==> config.mk <==
export PLATFORM = sky130hd
export DESIGN_NAME = rsi_reset_state_init
export DESIGN_NICKNAME = d
export VERILOG_FILES = /design/src/pkg/rsi_pkg.sv /design/src/rsi_reset_state_init.sv
export SDC_FILE = /design/constraint.sdc
export NUM_CORES = 1
export LEC_CHECK = 0
export BUFFER_PORTS_ARGS = -buffer_cell sky130_fd_sc_hd__buf_2
export CORE_AREA = 2 2 78 73
export CTS_CLUSTER_DIAMETER = 30
export DETAILED_ROUTE_END_ITERATION = 7
export DIE_AREA = 0 0 80 75
export HOLD_SLACK_MARGIN = 0.1
export PLACE_DENSITY = 0.78
export SLEW_MARGIN = 20
export SYNTH_ARGS = -nofsm -noshare
export SYNTH_HDL_FRONTEND = slang
export SYNTH_SLANG_ARGS = --single-unit
==> constraint.sdc <==
create_clock -name clock -period 1.7 [get_ports clock]
set_input_delay 0.255 -clock clock [delete_from_list [all_inputs] [get_ports clock]]
set_output_delay 0.255 -clock clock [all_outputs]
set_load 0.01 [all_outputs]
==> src/pkg/rsi_pkg.sv <==
// Package for the reset state initialiser: constants, states and carrier structs
package rsi_pkg;
  localparam logic [15:0] VEC_ADDR_LO  = 16'h0000;
  localparam logic [15:0] VEC_ADDR_HI  = 16'h0001;
  localparam logic [7:0]  STATUS_RESET = 8'h06;
  localparam logic [15:0] PC_UNDEF     = 16'h0000;
  localparam int          SYNC_STAGES  = 2;
  localparam int          CLK_HZ       = 20_000_000;
  // Oscillation settle wait, in microseconds (plain default)
  localparam int          OSC_WAIT_US  = 10;
  localparam int          OSC_WAIT_CYC = (OSC_WAIT_US * (CLK_HZ / 1_000_000) < 1) ? 1 :
                                         OSC_WAIT_US * (CLK_HZ / 1_000_000);

  typedef enum logic [2:0] {
    RSI_HOLD    = 3'b000,
    RSI_SETTLE  = 3'b001,
    RSI_FETCHLO = 3'b011,
    RSI_FETCHHI = 3'b010,
    RSI_RUN     = 3'b110
  } rsi_state_t;

  // Internal reset sources
  typedef struct packed {
    logic watchdog;
    logic illegalInstr;
    logic parityErr;
    logic illegalAccess;
    logic supplyMonitor;
  } rsi_src_t;

  // Vector fetch request to memory
  typedef struct packed {
    logic        rd;
    logic [15:0] addr;
  } rsi_fetch_t;

  // CPU state loaded at reset acknowledgment
  typedef struct packed {
    logic        valid;
    logic [15:0] programCounter;
    logic [7:0]  processorStatusWord;
  } rsi_cpu_t;
endpackage : rsi_pkg

==> src/rsi_reset_state_init.sv <==
// Reset acknowledge logic: source merge, settle wait, vector load and status init
// Functional notes
// - Program counter loads from vector bytes at 0000H (low) and 0001H (high).
// - Processor status word is set to 06H on reset acknowledgment.
// - Supply monitor runs during its own reset, stops for any other reset.
// - Program counter is undefined during reset and the settle wait.
// - Stack pointer, RAM and general registers are not touched by reset.
// - Reset holds while the external pin is low, ends when it goes high.
// - Execution starts with the fast internal oscillator clock selected.
// - Watchdog, illegal instruction, parity and access resets self-release.
module rsi_reset_state_init #(
  parameter int OSC_WAIT_CYCLES = rsi_pkg::OSC_WAIT_CYC
) (
  input  wire logic              clock,
  input  wire logic              resetn,
  input  wire logic              resetPinN,
  input  wire rsi_pkg::rsi_src_t srcReq,
  input  wire logic [7:0]        fetchData,
  input  wire logic              fetchValid,
  input  wire logic [3:0]        extIrqIn,
  output rsi_pkg::rsi_fetch_t    fetchReq,
  output rsi_pkg::rsi_cpu_t      cpuInit,
  output logic                   cpuHalt,
  output logic                   supplyMonitorEnable,
  output logic                   fastInternalOscSelect,
  output logic [3:0]             extIrqOut
);
  localparam int CW = $clog2(OSC_WAIT_CYCLES + 1);

  // Pin synchroniser, first stage read only by the second
  logic pinSync1_reg;
  logic pinSync2_reg;
  always_ff @(posedge clock or negedge resetn) begin
    if (!resetn) begin
      pinSync1_reg <= 1'b0;
      pinSync2_reg <= 1'b0;
    end else begin
      pinSync1_reg <= resetPinN;
      pinSync2_reg <= pinSync1_reg;
    end
  end

  // Self-releasing source pulses are latched so a one-cycle request still gives a full reset
  logic       supplyRst_reg;
  logic       selfRst_reg;
  wire  logic selfReq   = srcReq.watchdog | srcReq.illegalInstr |
                          srcReq.parityErr | srcReq.illegalAccess;
  wire  logic pinActive = !pinSync2_reg;

  rsi_pkg::rsi_state_t state_reg;
  rsi_pkg::rsi_state_t state_next;
  logic [CW-1:0]       waitCnt_reg;
  logic [7:0]          pcLo_reg;
  rsi_pkg::rsi_cpu_t   cpu_reg;
  rsi_pkg::rsi_fetch_t fetch_reg;

  wire logic waitDone = (waitCnt_reg == CW'(OSC_WAIT_CYCLES - 1));
  // Supply leaves HOLD on its own request edge, so the monitor never drops at the tail
  wire logic anyReset = pinActive | selfRst_reg | selfReq | srcReq.supplyMonitor;

  always_ff @(posedge clock or negedge resetn) begin
    if (!resetn) begin
      supplyRst_reg <= 1'b0;
      selfRst_reg   <= 1'b0;
    end else begin
      // Supply reset lasts as long as the monitor reports low voltage
      supplyRst_reg <= srcReq.supplyMonitor;
      // Self-releasing: stretches HOLD by one cycle after the request, then clears
      if (selfReq)
        selfRst_reg <= 1'b1;
      else if (state_reg == rsi_pkg::RSI_HOLD)
        selfRst_reg <= 1'b0;
    end
  end

  always_comb begin
    state_next = state_reg;
    case (state_reg)
      rsi_pkg::RSI_HOLD:    if (!anyReset) state_next = rsi_pkg::RSI_SETTLE;
      rsi_pkg::RSI_SETTLE:  if (waitDone) state_next = rsi_pkg::RSI_FETCHLO;
      rsi_pkg::RSI_FETCHLO: if (fetchValid) state_next = rsi_pkg::RSI_FETCHHI;
      rsi_pkg::RSI_FETCHHI: if (fetchValid) state_next = rsi_pkg::RSI_RUN;
      rsi_pkg::RSI_RUN:     state_next = rsi_pkg::RSI_RUN;
      default:              state_next = rsi_pkg::RSI_HOLD;
    endcase
    if (anyReset)
      state_next = rsi_pkg::RSI_HOLD;
  end

  always_ff @(posedge clock or negedge resetn) begin
    if (!resetn) begin
      state_reg   <= rsi_pkg::RSI_HOLD;
      waitCnt_reg <= '0;
    end else begin
      state_reg   <= state_next;
      waitCnt_reg <= (state_reg == rsi_pkg::RSI_SETTLE) ? waitCnt_reg + CW'(1) : '0;
    end
  end

  wire logic fetchLo = (state_next == rsi_pkg::RSI_FETCHLO);
  wire logic fetchHi = (state_next == rsi_pkg::RSI_FETCHHI);
  wire logic nextRun = (state_next == rsi_pkg::RSI_RUN);

  always_ff @(posedge clock or negedge resetn) begin
    if (!resetn) begin
      fetch_reg <= '0;
    end else begin
      fetch_reg.rd   <= fetchLo | fetchHi;
      fetch_reg.addr <= fetchHi ? rsi_pkg::VEC_ADDR_HI : rsi_pkg::VEC_ADDR_LO;
    end
  end

  // Only PC and PROCESSOR_STATUS_WORD are driven; SP, RAM and GPRs have no path from here
  always_ff @(posedge clock or negedge resetn) begin
    if (!resetn) begin
      pcLo_reg <= '0;
      cpu_reg  <= '0;
    end else if (!nextRun) begin
      // Cleared on the HOLD edge itself, so a stale vector never shows in reset
      cpu_reg.valid          <= 1'b0;
      cpu_reg.programCounter <= rsi_pkg::PC_UNDEF;
      if (state_reg == rsi_pkg::RSI_FETCHLO && fetchValid)
        pcLo_reg <= fetchData;
    end else if (state_reg == rsi_pkg::RSI_FETCHHI) begin
      cpu_reg.valid               <= 1'b1;
      cpu_reg.programCounter      <= {fetchData, pcLo_reg};
      cpu_reg.processorStatusWord <= rsi_pkg::STATUS_RESET;
    end
  end

  // Interrupt pins are asynchronous: two stages, then gated into a register
  logic [3:0] irqSync1_reg;
  logic [3:0] irqSync2_reg;
  logic [3:0] irqOut_reg;
  always_ff @(posedge clock or negedge resetn) begin
    if (!resetn) begin
      irqSync1_reg <= '0;
      irqSync2_reg <= '0;
      irqOut_reg   <= '0;
    end else begin
      irqSync1_reg <= extIrqIn;
      irqSync2_reg <= irqSync1_reg;
      irqOut_reg   <= nextRun ? irqSync2_reg : '0;
    end
  end

  assign fetchReq  = fetch_reg;
  assign cpuInit   = cpu_reg;
  assign cpuHalt   = (state_reg != rsi_pkg::RSI_RUN);
  // Monitor off for non-supply resets; a supply reset must keep watching VDD
  assign supplyMonitorEnable   = !(state_reg == rsi_pkg::RSI_HOLD) | supplyRst_reg;
  assign fastInternalOscSelect = (state_reg == rsi_pkg::RSI_RUN);
  assign extIrqOut = irqOut_reg;

endmodule // rsi_reset_state_init

==> Yosys cells after proc, flatten, opt, wreduce, memory -nomap -nowiden <==
Cells that the tools add are included.
Widths: inputs -> output; s select.
{ "totals": {"register_bits": 55, "input_bits": 21, "out_inout_bits": 49, "word_cells": 54} }
{ "op_classes": {"add_sub_neg": 1, "eq_ne": 10, "n_mux": 12, "n_bitwise": 9, "reduce_logical": 7} }
{ "op_table": {"columns": ["operator", "count"], "rows": [
  ["$mux 25", 1],
  ["$mux 17", 1],
  ["$pmux 3 s5", 1],
  ["$eq 3x2->1 const B", 4],
  ["$mux 3", 4],
  ["$add 8x1->8 const B", 1],
  ["$eq 8x8->1 const B", 1],
  ["$mux 8", 1],
  ["$or 1x1->1", 8],
  ["$eq 3x3->1 const B", 2],
  ["$mux 4", 1],
  ["$reduce_and 2->1", 2],
  ["$eq 3x1->1 const B", 1],
  ["$logic_not 3->1", 1],
  ["$mux 1", 3],
  ["$ne 3x3->1 const B", 1],
  ["$logic_not 1->1", 2],
  ["$ne 2x1->1 const B", 1],
  ["$reduce_bool 2->1", 1],
  ["$logic_and 1x1->1", 1],
  ["$not 1->1", 1]
]} }

==> Depth between registers and ports, before layout <==
Gate-level depths: netlist of run 1.
{ "logic_depth": {"ltp_word": 9, "ltp_mapped": 6} }

==> Worst setup path before layout of run 1 <==
Ideal clock, no wire load.
{ "synth_path": {"path_kind": "register -> register", "startpoint": "register waitCnt_reg[3]", "endpoint": "register state_reg[1]", "setup_time_ns": 0.094, "arrival_ns": 1.513, "t_required_ns": 1.606, "path_slack_ns": 0.093, "stages_incl_launch_ff": 4, "period_less_slack_ns": 1.607, "cell_sequence": "dfrtp_1 > or4b_1 > or3_4 > a221oi_2"} }
{ "synth_via": {"elab_chain_len": 4} }
{ "synth_rtl": {"columns": ["element", "line_no", "source"], "rows": [
  ["from (decl)", "rsi_reset_state_init.sv:52", "logic [CW-1:0] waitCnt_reg;"],
  ["from (signal assigned)", "rsi_reset_state_init.sv:96", "waitCnt_reg <= (state_reg == rsi_pkg::RSI_SETTLE) ? waitCnt_reg + CW'(1) : '0;"],
  ["$eq 8x8->1", "rsi_reset_state_init.sv:57", "wire logic waitDone = (waitCnt_reg == CW'(OSC_WAIT_CYCLES - 1));"],
  ["$mux 3", "rsi_reset_state_init.sv:80", "rsi_pkg::RSI_SETTLE: if (waitDone) state_next = rsi_pkg::RSI_FETCHLO;"],
  ["$pmux 3 s5", "rsi_reset_state_init.sv:78", "case (state_reg)"],
  ["$mux 3", "rsi_reset_state_init.sv:86", "if (anyReset)"],
  ["via state_next[1]", "rsi_reset_state_init.sv:51", "rsi_pkg::rsi_state_t state_next;"],
  ["to (signal assigned)", "rsi_reset_state_init.sv:92", "state_reg <= rsi_pkg::RSI_HOLD;"],
  ["to (signal assigned)", "rsi_reset_state_init.sv:95", "state_reg <= state_next;"],
  ["to (decl)", "rsi_reset_state_init.sv:50", "rsi_pkg::rsi_state_t state_reg;"]
]} }
The timed path passes the listed nets, and every way through them passes these cells.
A chain may end at the register's enable or synchronous reset.

==> Worst setup path in the final report of run 1 <==
{ "layout_path": {"startpoint": "register state_reg[1]", "endpoint": "output port supplyMonitorEnable"} }
{ "layout_via": {"elab_chain_len": 3} }
{ "layout_rtl": {"columns": ["element", "line_no", "source"], "rows": [
  ["$logic_not 3->1", "rsi_reset_state_init.sv:151", "assign supplyMonitorEnable = !(state_reg == rsi_pkg::RSI_HOLD) | supplyRst_reg;"],
  ["$logic_not 1->1", "rsi_reset_state_init.sv:151", null],
  ["$or 1x1->1", "rsi_reset_state_init.sv:151", null],
  ["to (decl)", "rsi_reset_state_init.sv:24", "output logic supplyMonitorEnable,"]
]} }
Every way passes these cells.

==> results of run 1 <==
-- synthesized netlist by cell type (all sizes together), types with 2 or more instances --
cell type	number	share of area [%]
mux2	8	4.0
dfrtp	55	60
or3	4	1.3
a211oi	2	0.88
o21ai	4	0.88
and2	6	1.6
a21oi	19	4.2
buf	25	7.9
nand3	3	0.66
nor4	2	0.82
nor3b	3	1.2
xor2	3	1.2
nor2	7	1.2
clkbuf	6	0.99
inv	5	0.82
o31ai	2	0.66
nand2	40	6.6
-- worst reg2reg max path, stage by stage (launching register included) --
cell and delay [ps]:
dfrtp_1 390, or4b_4 530, or3_4 350, a221oi_2 230
-- per-stage QoR --
stage / TNS [ps] / cell area, um^2 / utilization, % / worst slack (ps) / hold slack, ps
finish: 0 / 2740 / 53.3 / 54.2 / 168
global route: -7.96 / 2740 / 53.3 / -7.96 / 168
CTS: 0 / 2720 / 53.0 / 37.0 / 160
detailed placement: 0 / 2550 / 49.6 / 107 / 278
global placement: 0 / 2550 / 49.6 / 133 / 272
floorplan: 0 / 2350 / - / 93.2 / -40.6
-- layout make-up --
type                       instances  area share (%)
clock buffer                       7            2.79
clock inverter                     1           0.183
inverter                           5           0.686
multi-input combinational        135            27.8
sequential                        55            50.4
tap                               67            3.06
timing repair buffer              67            15.1
-- worst paths after layout --
| kind | to | slack (ps) |
|---|---|---|
| setup / recovery | supplyMonitorEnable | 50 |
| hold / removal | selfRst_reg$_DFFE_PN0P_ | 170 |
| setup reg to reg | state_reg[1]$_DFF_PN0_ | 110 |
| hold reg to reg | irqSync2_reg[3]$_DFF_PN0_ | 360 |
| max in group asynchronous | state_reg[1]$_DFF_PN0_ | 990 |
| min in group asynchronous | pinSync2_reg$_DFF_PN0_ | 470 |
-- placed cells by master (no fill, tap or decap), types with 5 or more instances in the layout --
master / count
and2_1: 6
a21oi_1: 19
dfrtp_1: 54
nor2_1: 7
conb_1: 21
dlygate4sd3_1: 7
clkbuf_8: 5
buf_2: 48
mux2_2: 6
nand2_1: 40
buf_4: 11
-- power by group --
part / internal (uW) / switching, uW
clock network: 290 / 395
logic: 35.3 / 63.5
registers: 1320 / 3.77
-- cells by family (layout without fill, tap and decap cells) --
kind of cell / count (synthesis) / in the layout / share of synthesized area, %
mux: 8 / 8 / 3.96
compound gates: 30 / 30 / 8.13
fa+ha+maj: 1 / 1 / 0.549
xor+xnor: 4 / 4 / 1.54
other cells: 1 / 21 / 0.165
buf+inv: 36 / 80 / 9.73
flops: 55 / 55 / 60.4
simple gates: 71 / 71 / 15.5
-- metal layers --
layer | vias up | part of all wire [%]
li1 | 760 | -
met1 | 766 | 44
met2 | 42 | 49
met3 | 6 | 4.7
met4 | 0 | 1.4
met5 | - | 0
-- what timing repair did --
action                                 4_1_cts  5_1_grt
gates resized for setup                      2        1
endpoints found under the hold margin       61        0
cloned                                       0        0
setup buffers                                2        2
hold buffers                                 7        0
pin swaps                                    0        3
setup endpoints to repair                    3        2
==> flow_metrics.tcl, run 1 <==
set metrics [dict create \
    grt_use_met3_pct 3.12 \
    htreeDepth 2 \
    power.total_uw 2110 \
    slew_violations 0 \
    grt_pass1_wl_mm 6.56 \
    final_cell_count_no_fill 337 \
    path_clk_slew_ps 90 \
    timing_hold_violations_final 0 \
    antenna_found_initial 0 \
    area_delta_synth_final_pct 20.1 \
    grtUsageMet2_pct 22.9 \
    clk_path_buf_depth 2 \
    path_cells "or4_1 -> buf_2" \
    num_antenna_cells 0 \
    arrival_ps 1390 \
    cts_tree "done" \
    place_congestion 0.718 \
    hold_depth 3 \
    relSlewSlack_pct 63.8 \
    coreArea_um2 5130 \
    nFillCells 447 \
    critPathBufInv 1 \
    multiInputGateArea_um2 761 \
    ys_ff_latch 55 \
    startpoint "state_reg[1]$_DFF_PN0_" \
    cts-buffers-inserted 5 \
    synth_edf_count 0 \
    clk_latency_ps 310 \
    reg2reg_depth 3 \
    async_reset_ff_share_pct 100 \
    wl_mm 4.23 \
    cts-root-buf "clkbuf_8" \
    dp_cells 318 \
    drt-vias-per-instance 4.67 \
    max_stage_delay_ps 510 \
    dr_total_vias 1574 \
    grt_pass1_vias 1422 \
    hp-start "srcReq[1]" \
    cp.required_ps 1440 \
    power_density_nw_per_um2 771 \
    drc 0 \
    regArea_um2 1380 \
    crit_type "flip-flop to output pin" \
    run_status "complete, no violations" \
    grt_start_max_net_pins 56 \
    drt_first_pass_iters 4 \
    r2r_start "waitCnt_reg[3]$_DFF_PN0_" \
    drv_cap 0 \
    largest_reg_flops 18 \
    fin_nets 291 \
    busiest_layer "met2" \
    fin_crit_sh_pct 96.8 \
    cts_num_sinks 55 \
    critPathMaxFanout 4 \
    wire_per_inst_um 12.6 \
    rsz0062_at_grt "yes" \
    die_area_um2 6000 \
    start_util_pct 44.4 \
    p_leak_uw 0.00134 \
    portBuffers 48 \
    drt_iter0_drc 120 \
    finClkSkew_ps 8.13 \
    antenna_left 0 \
    syn_area_um2 2280 \
    fp-row-count 25 \
    die_height_um 75 \
    crit_cells 2 \
    die_w_um 80 \
    period_needed_ps 1650 \
    ir_drop_mv 0.516 \
    synth_cells 206 \
    yosys_warnings 0 \
    gr-total-overflow 0 \
    dpl.hpwl_mm 2.94 \
    worst_hold_path_type "input port to flip-flop" \
    yosysUniqueCellTypes 37 \
    setup_viol 0 \
    slowest_stage "or4_1" \
    yosysSeqAreaShare_pct 60.4 \
    crit_path_start_kind "flip-flop" \
    crit_family "simple AND/OR/NAND/NOR gates" \
    tightest_slew_ps 543 \
    use_met1_pct 19.5 \
    endpoint_kind "output pin" \
    fmax_mhz 608 \
    io_pins 70 \
    syn_area_per_cell_um2 11.1 \
    drive_above_1_share_pct 30.4 \
    grt_use_total_pct 14.3 \
    synthFlopType "dfrtp_1" \
]
No activity file was read; power rests on OpenSTA's default activity.
==> inputs of run 2 (changes only) <==
--- a/config.mk
+++ b/config.mk
@@ -12,6 +12,7 @@
 export DIE_AREA = 0 0 80 75
 export HOLD_SLACK_MARGIN = 0.1
 export PLACE_DENSITY = 0.78
+export REMOVE_ABC_BUFFERS = 1
 export SLEW_MARGIN = 20
 export SYNTH_ARGS = -nofsm -noshare
 export SYNTH_HDL_FRONTEND = slang
==> run 2 against run 1 <==
  * Combinational power about the same
  * Count of clock-buffer cells in the layout decreased by 2
  * Via count unchanged
  * Global-route usage is 0.50 points higher
  * Sequential share of layout area decreased by 0.52 points
  * First-iteration DRC count fell by 48%
  * Non-clock buffer count unchanged
  * Register-to-register slack lost 50 ps
  * Core utilization up 0.66 points
  * Final area up 1.2%
  * Sequential power hardly changed
  * Setup slack better by 3.7 ps
  * Largest cell class unchanged
  * Highest routed layer unchanged
==> flow_metrics.tcl, run 2 (same netlist as run 1, synthesis figures left out) <==
set metrics [dict create \
    clk_path_buf_depth 2 \
    cts-buffers-inserted 5 \
    drive_above_1_share_pct 33.0 \
    clock_power_share_pct 34.6 \
    dp_cells 319 \
    layout_setup_ws_ps 57.9 \
    place_congestion 0.792 \
    rsz0062_at_grt "no" \
    drv_cap 0 \
    dr_total_vias 1574 \
    drt_iter0_drc 63 \
    multiInputGateArea_um2 772 \
    dpl.hpwl_mm 2.82 \
    critPathMaxFanout 5 \
    drt-vias-per-instance 4.67 \
    timing_hold_violations_final 0 \
    switching_power_uw 514 \
    p_int_uw 1670 \
    die_area_um2 6000 \
    combinationalPowerShare_pct 4.6 \
    arrival_ps 1390 \
    power_density_nw_per_um2 787 \
    grt_pass1_vias 1426 \
    htreeDepth 2 \
    grt_pass1_wl_mm 6.72 \
    antenna_found_initial 0 \
    io_pins 70 \
    worst_hold_path_type "input port to flip-flop" \
    final_cell_mix "dfrtp_1 (52), buf_2 (47), nand2_1 (40)" \
    cts-root-buf "clkbuf_8" \
    cts_num_sinks 55 \
    die_w_um 80 \
    fin_nets 291 \
    seq_power_share_pct 60.8 \
    crit_type "flip-flop to output pin" \
    drc 0 \
    final_cell_count_no_fill 337 \
    placed_area_um2 2560 \
    largest_reg_flops 18 \
    cts_tree "done" \
    nFillCells 480 \
    crit_path_start_kind "flip-flop" \
    finClkSkew_ps 7.56 \
    tns_ps 0 \
    pre_cts_ws_ps 84.0 \
    drt_first_pass_iters 4 \
    gr-total-overflow 0 \
    endpoint_kind "output pin" \
    worst_hold_slack_ps 158 \
    slew_violations 0 \
    run_status "complete, no violations" \
    wl_mm 4.07 \
    clk_latency_ps 310 \
    coreArea_um2 5130 \
    portBuffers 48 \
    final_common_cell "dfrtp_1" \
    area_delta_synth_final_pct 21.6 \
    cp.required_ps 1440 \
    period_needed_ps 1640 \
    fin_area_um2 2770 \
    antenna_left 0 \
    num_antenna_cells 0 \
    fmax_mhz 609 \
    fin_crit_sh_pct 96.6 \
    path_clk_slew_ps 100 \
    regArea_um2 1380 \
    setup_viol 0 \
    wire_per_inst_um 12.1 \
    die_height_um 75 \
    grt_start_max_net_pins 56 \
    p_leak_uw 0.00134 \
    start_util_pct 44.4 \
    netSwitchingFraction_pct 23.6 \
    ir_drop_mv 0.587 \
    fp-row-count 25 \
    grt_use_total_pct 14.8 \
]
-- run 2: cell count changes in the layout (fill, tap and decap cells not counted), moves of 2 or more --
cell | previous run | this run
dfrtp_1 | 54 | 52
clkbuf_1 | 2 | 0
dfrtp_2 | 1 | 3
inv_6 | 0 | 3
-- run 2: area by class of cell --
class | count | area share, %
Sequential cell | 55 | 49.8
Multi-Input combinational cell | 135 | 27.9
Tap cell | 67 | 3.03
Inverter | 5 | 0.678
Clock inverter | 3 | 0.949
Timing Repair Buffer | 67 | 15.1
Clock buffer | 5 | 2.49
-- run 2: routing by layer --
layer	GRT usage, %	wire, um	vias up
li1	-	-	768
met1	19.9	1810	753
met4	5.65	53	0
met5	0	0	-
met2	23.3	1970	49
met3	4.08	244	4
-- run 2: metrics by stage --
step	power [uW]	util [%]
floorplan	1370	-
global placement	1440	49.9
detailed placement	1440	49.9
CTS	2210	53.5
global route	2280	54.0
finish	2180	54.0
-- run 2: power by group through the flow --
stage	Clock [uW]	Sequential (uW)	Combinational [uW]
global route	843	1330	115
floorplan	0	1350	25.6
detailed placement	0	1350	86.2
finish	754	1320	101
global placement	0	1350	85.4
CTS	788	1320	98.2
-- run 2: timing repair --
action / CTS / global route
endpoints found under the hold margin: 61 / 0
resized for setup: 4 / 4
pin swaps: 0 / 1
endpoints found under the setup margin: 3 / 4
hold buffers: 7 / 0
buffers inserted: 2 / 1
-- run 2: final timing paths --
path	start	to	slack, ps	cells past startpoint
setup / recovery	state_reg[0]$_DFF_PN0_	supplyMonitorEnable	60	2
hold / removal	srcReq[1]	selfRst_reg$_DFFE_PN0P_	160	3
setup reg to reg	waitCnt_reg[3]$_DFF_PN0_	state_reg[1]$_DFF_PN0_	60	3
hold reg to reg	irqSync1_reg[0]$_DFF_PN0_	irqSync2_reg[0]$_DFF_PN0_	360	0
max in group asynchronous	resetn	state_reg[2]$_DFF_PN0_	990	3
min in group asynchronous	resetn	irqSync2_reg[1]$_DFF_PN0_	450	3
-- run 2: worst max-delay path, stage by stage (launching register included) --
cell and delay, ps:
dfrtp_2 450, or4_4 490, buf_6 130
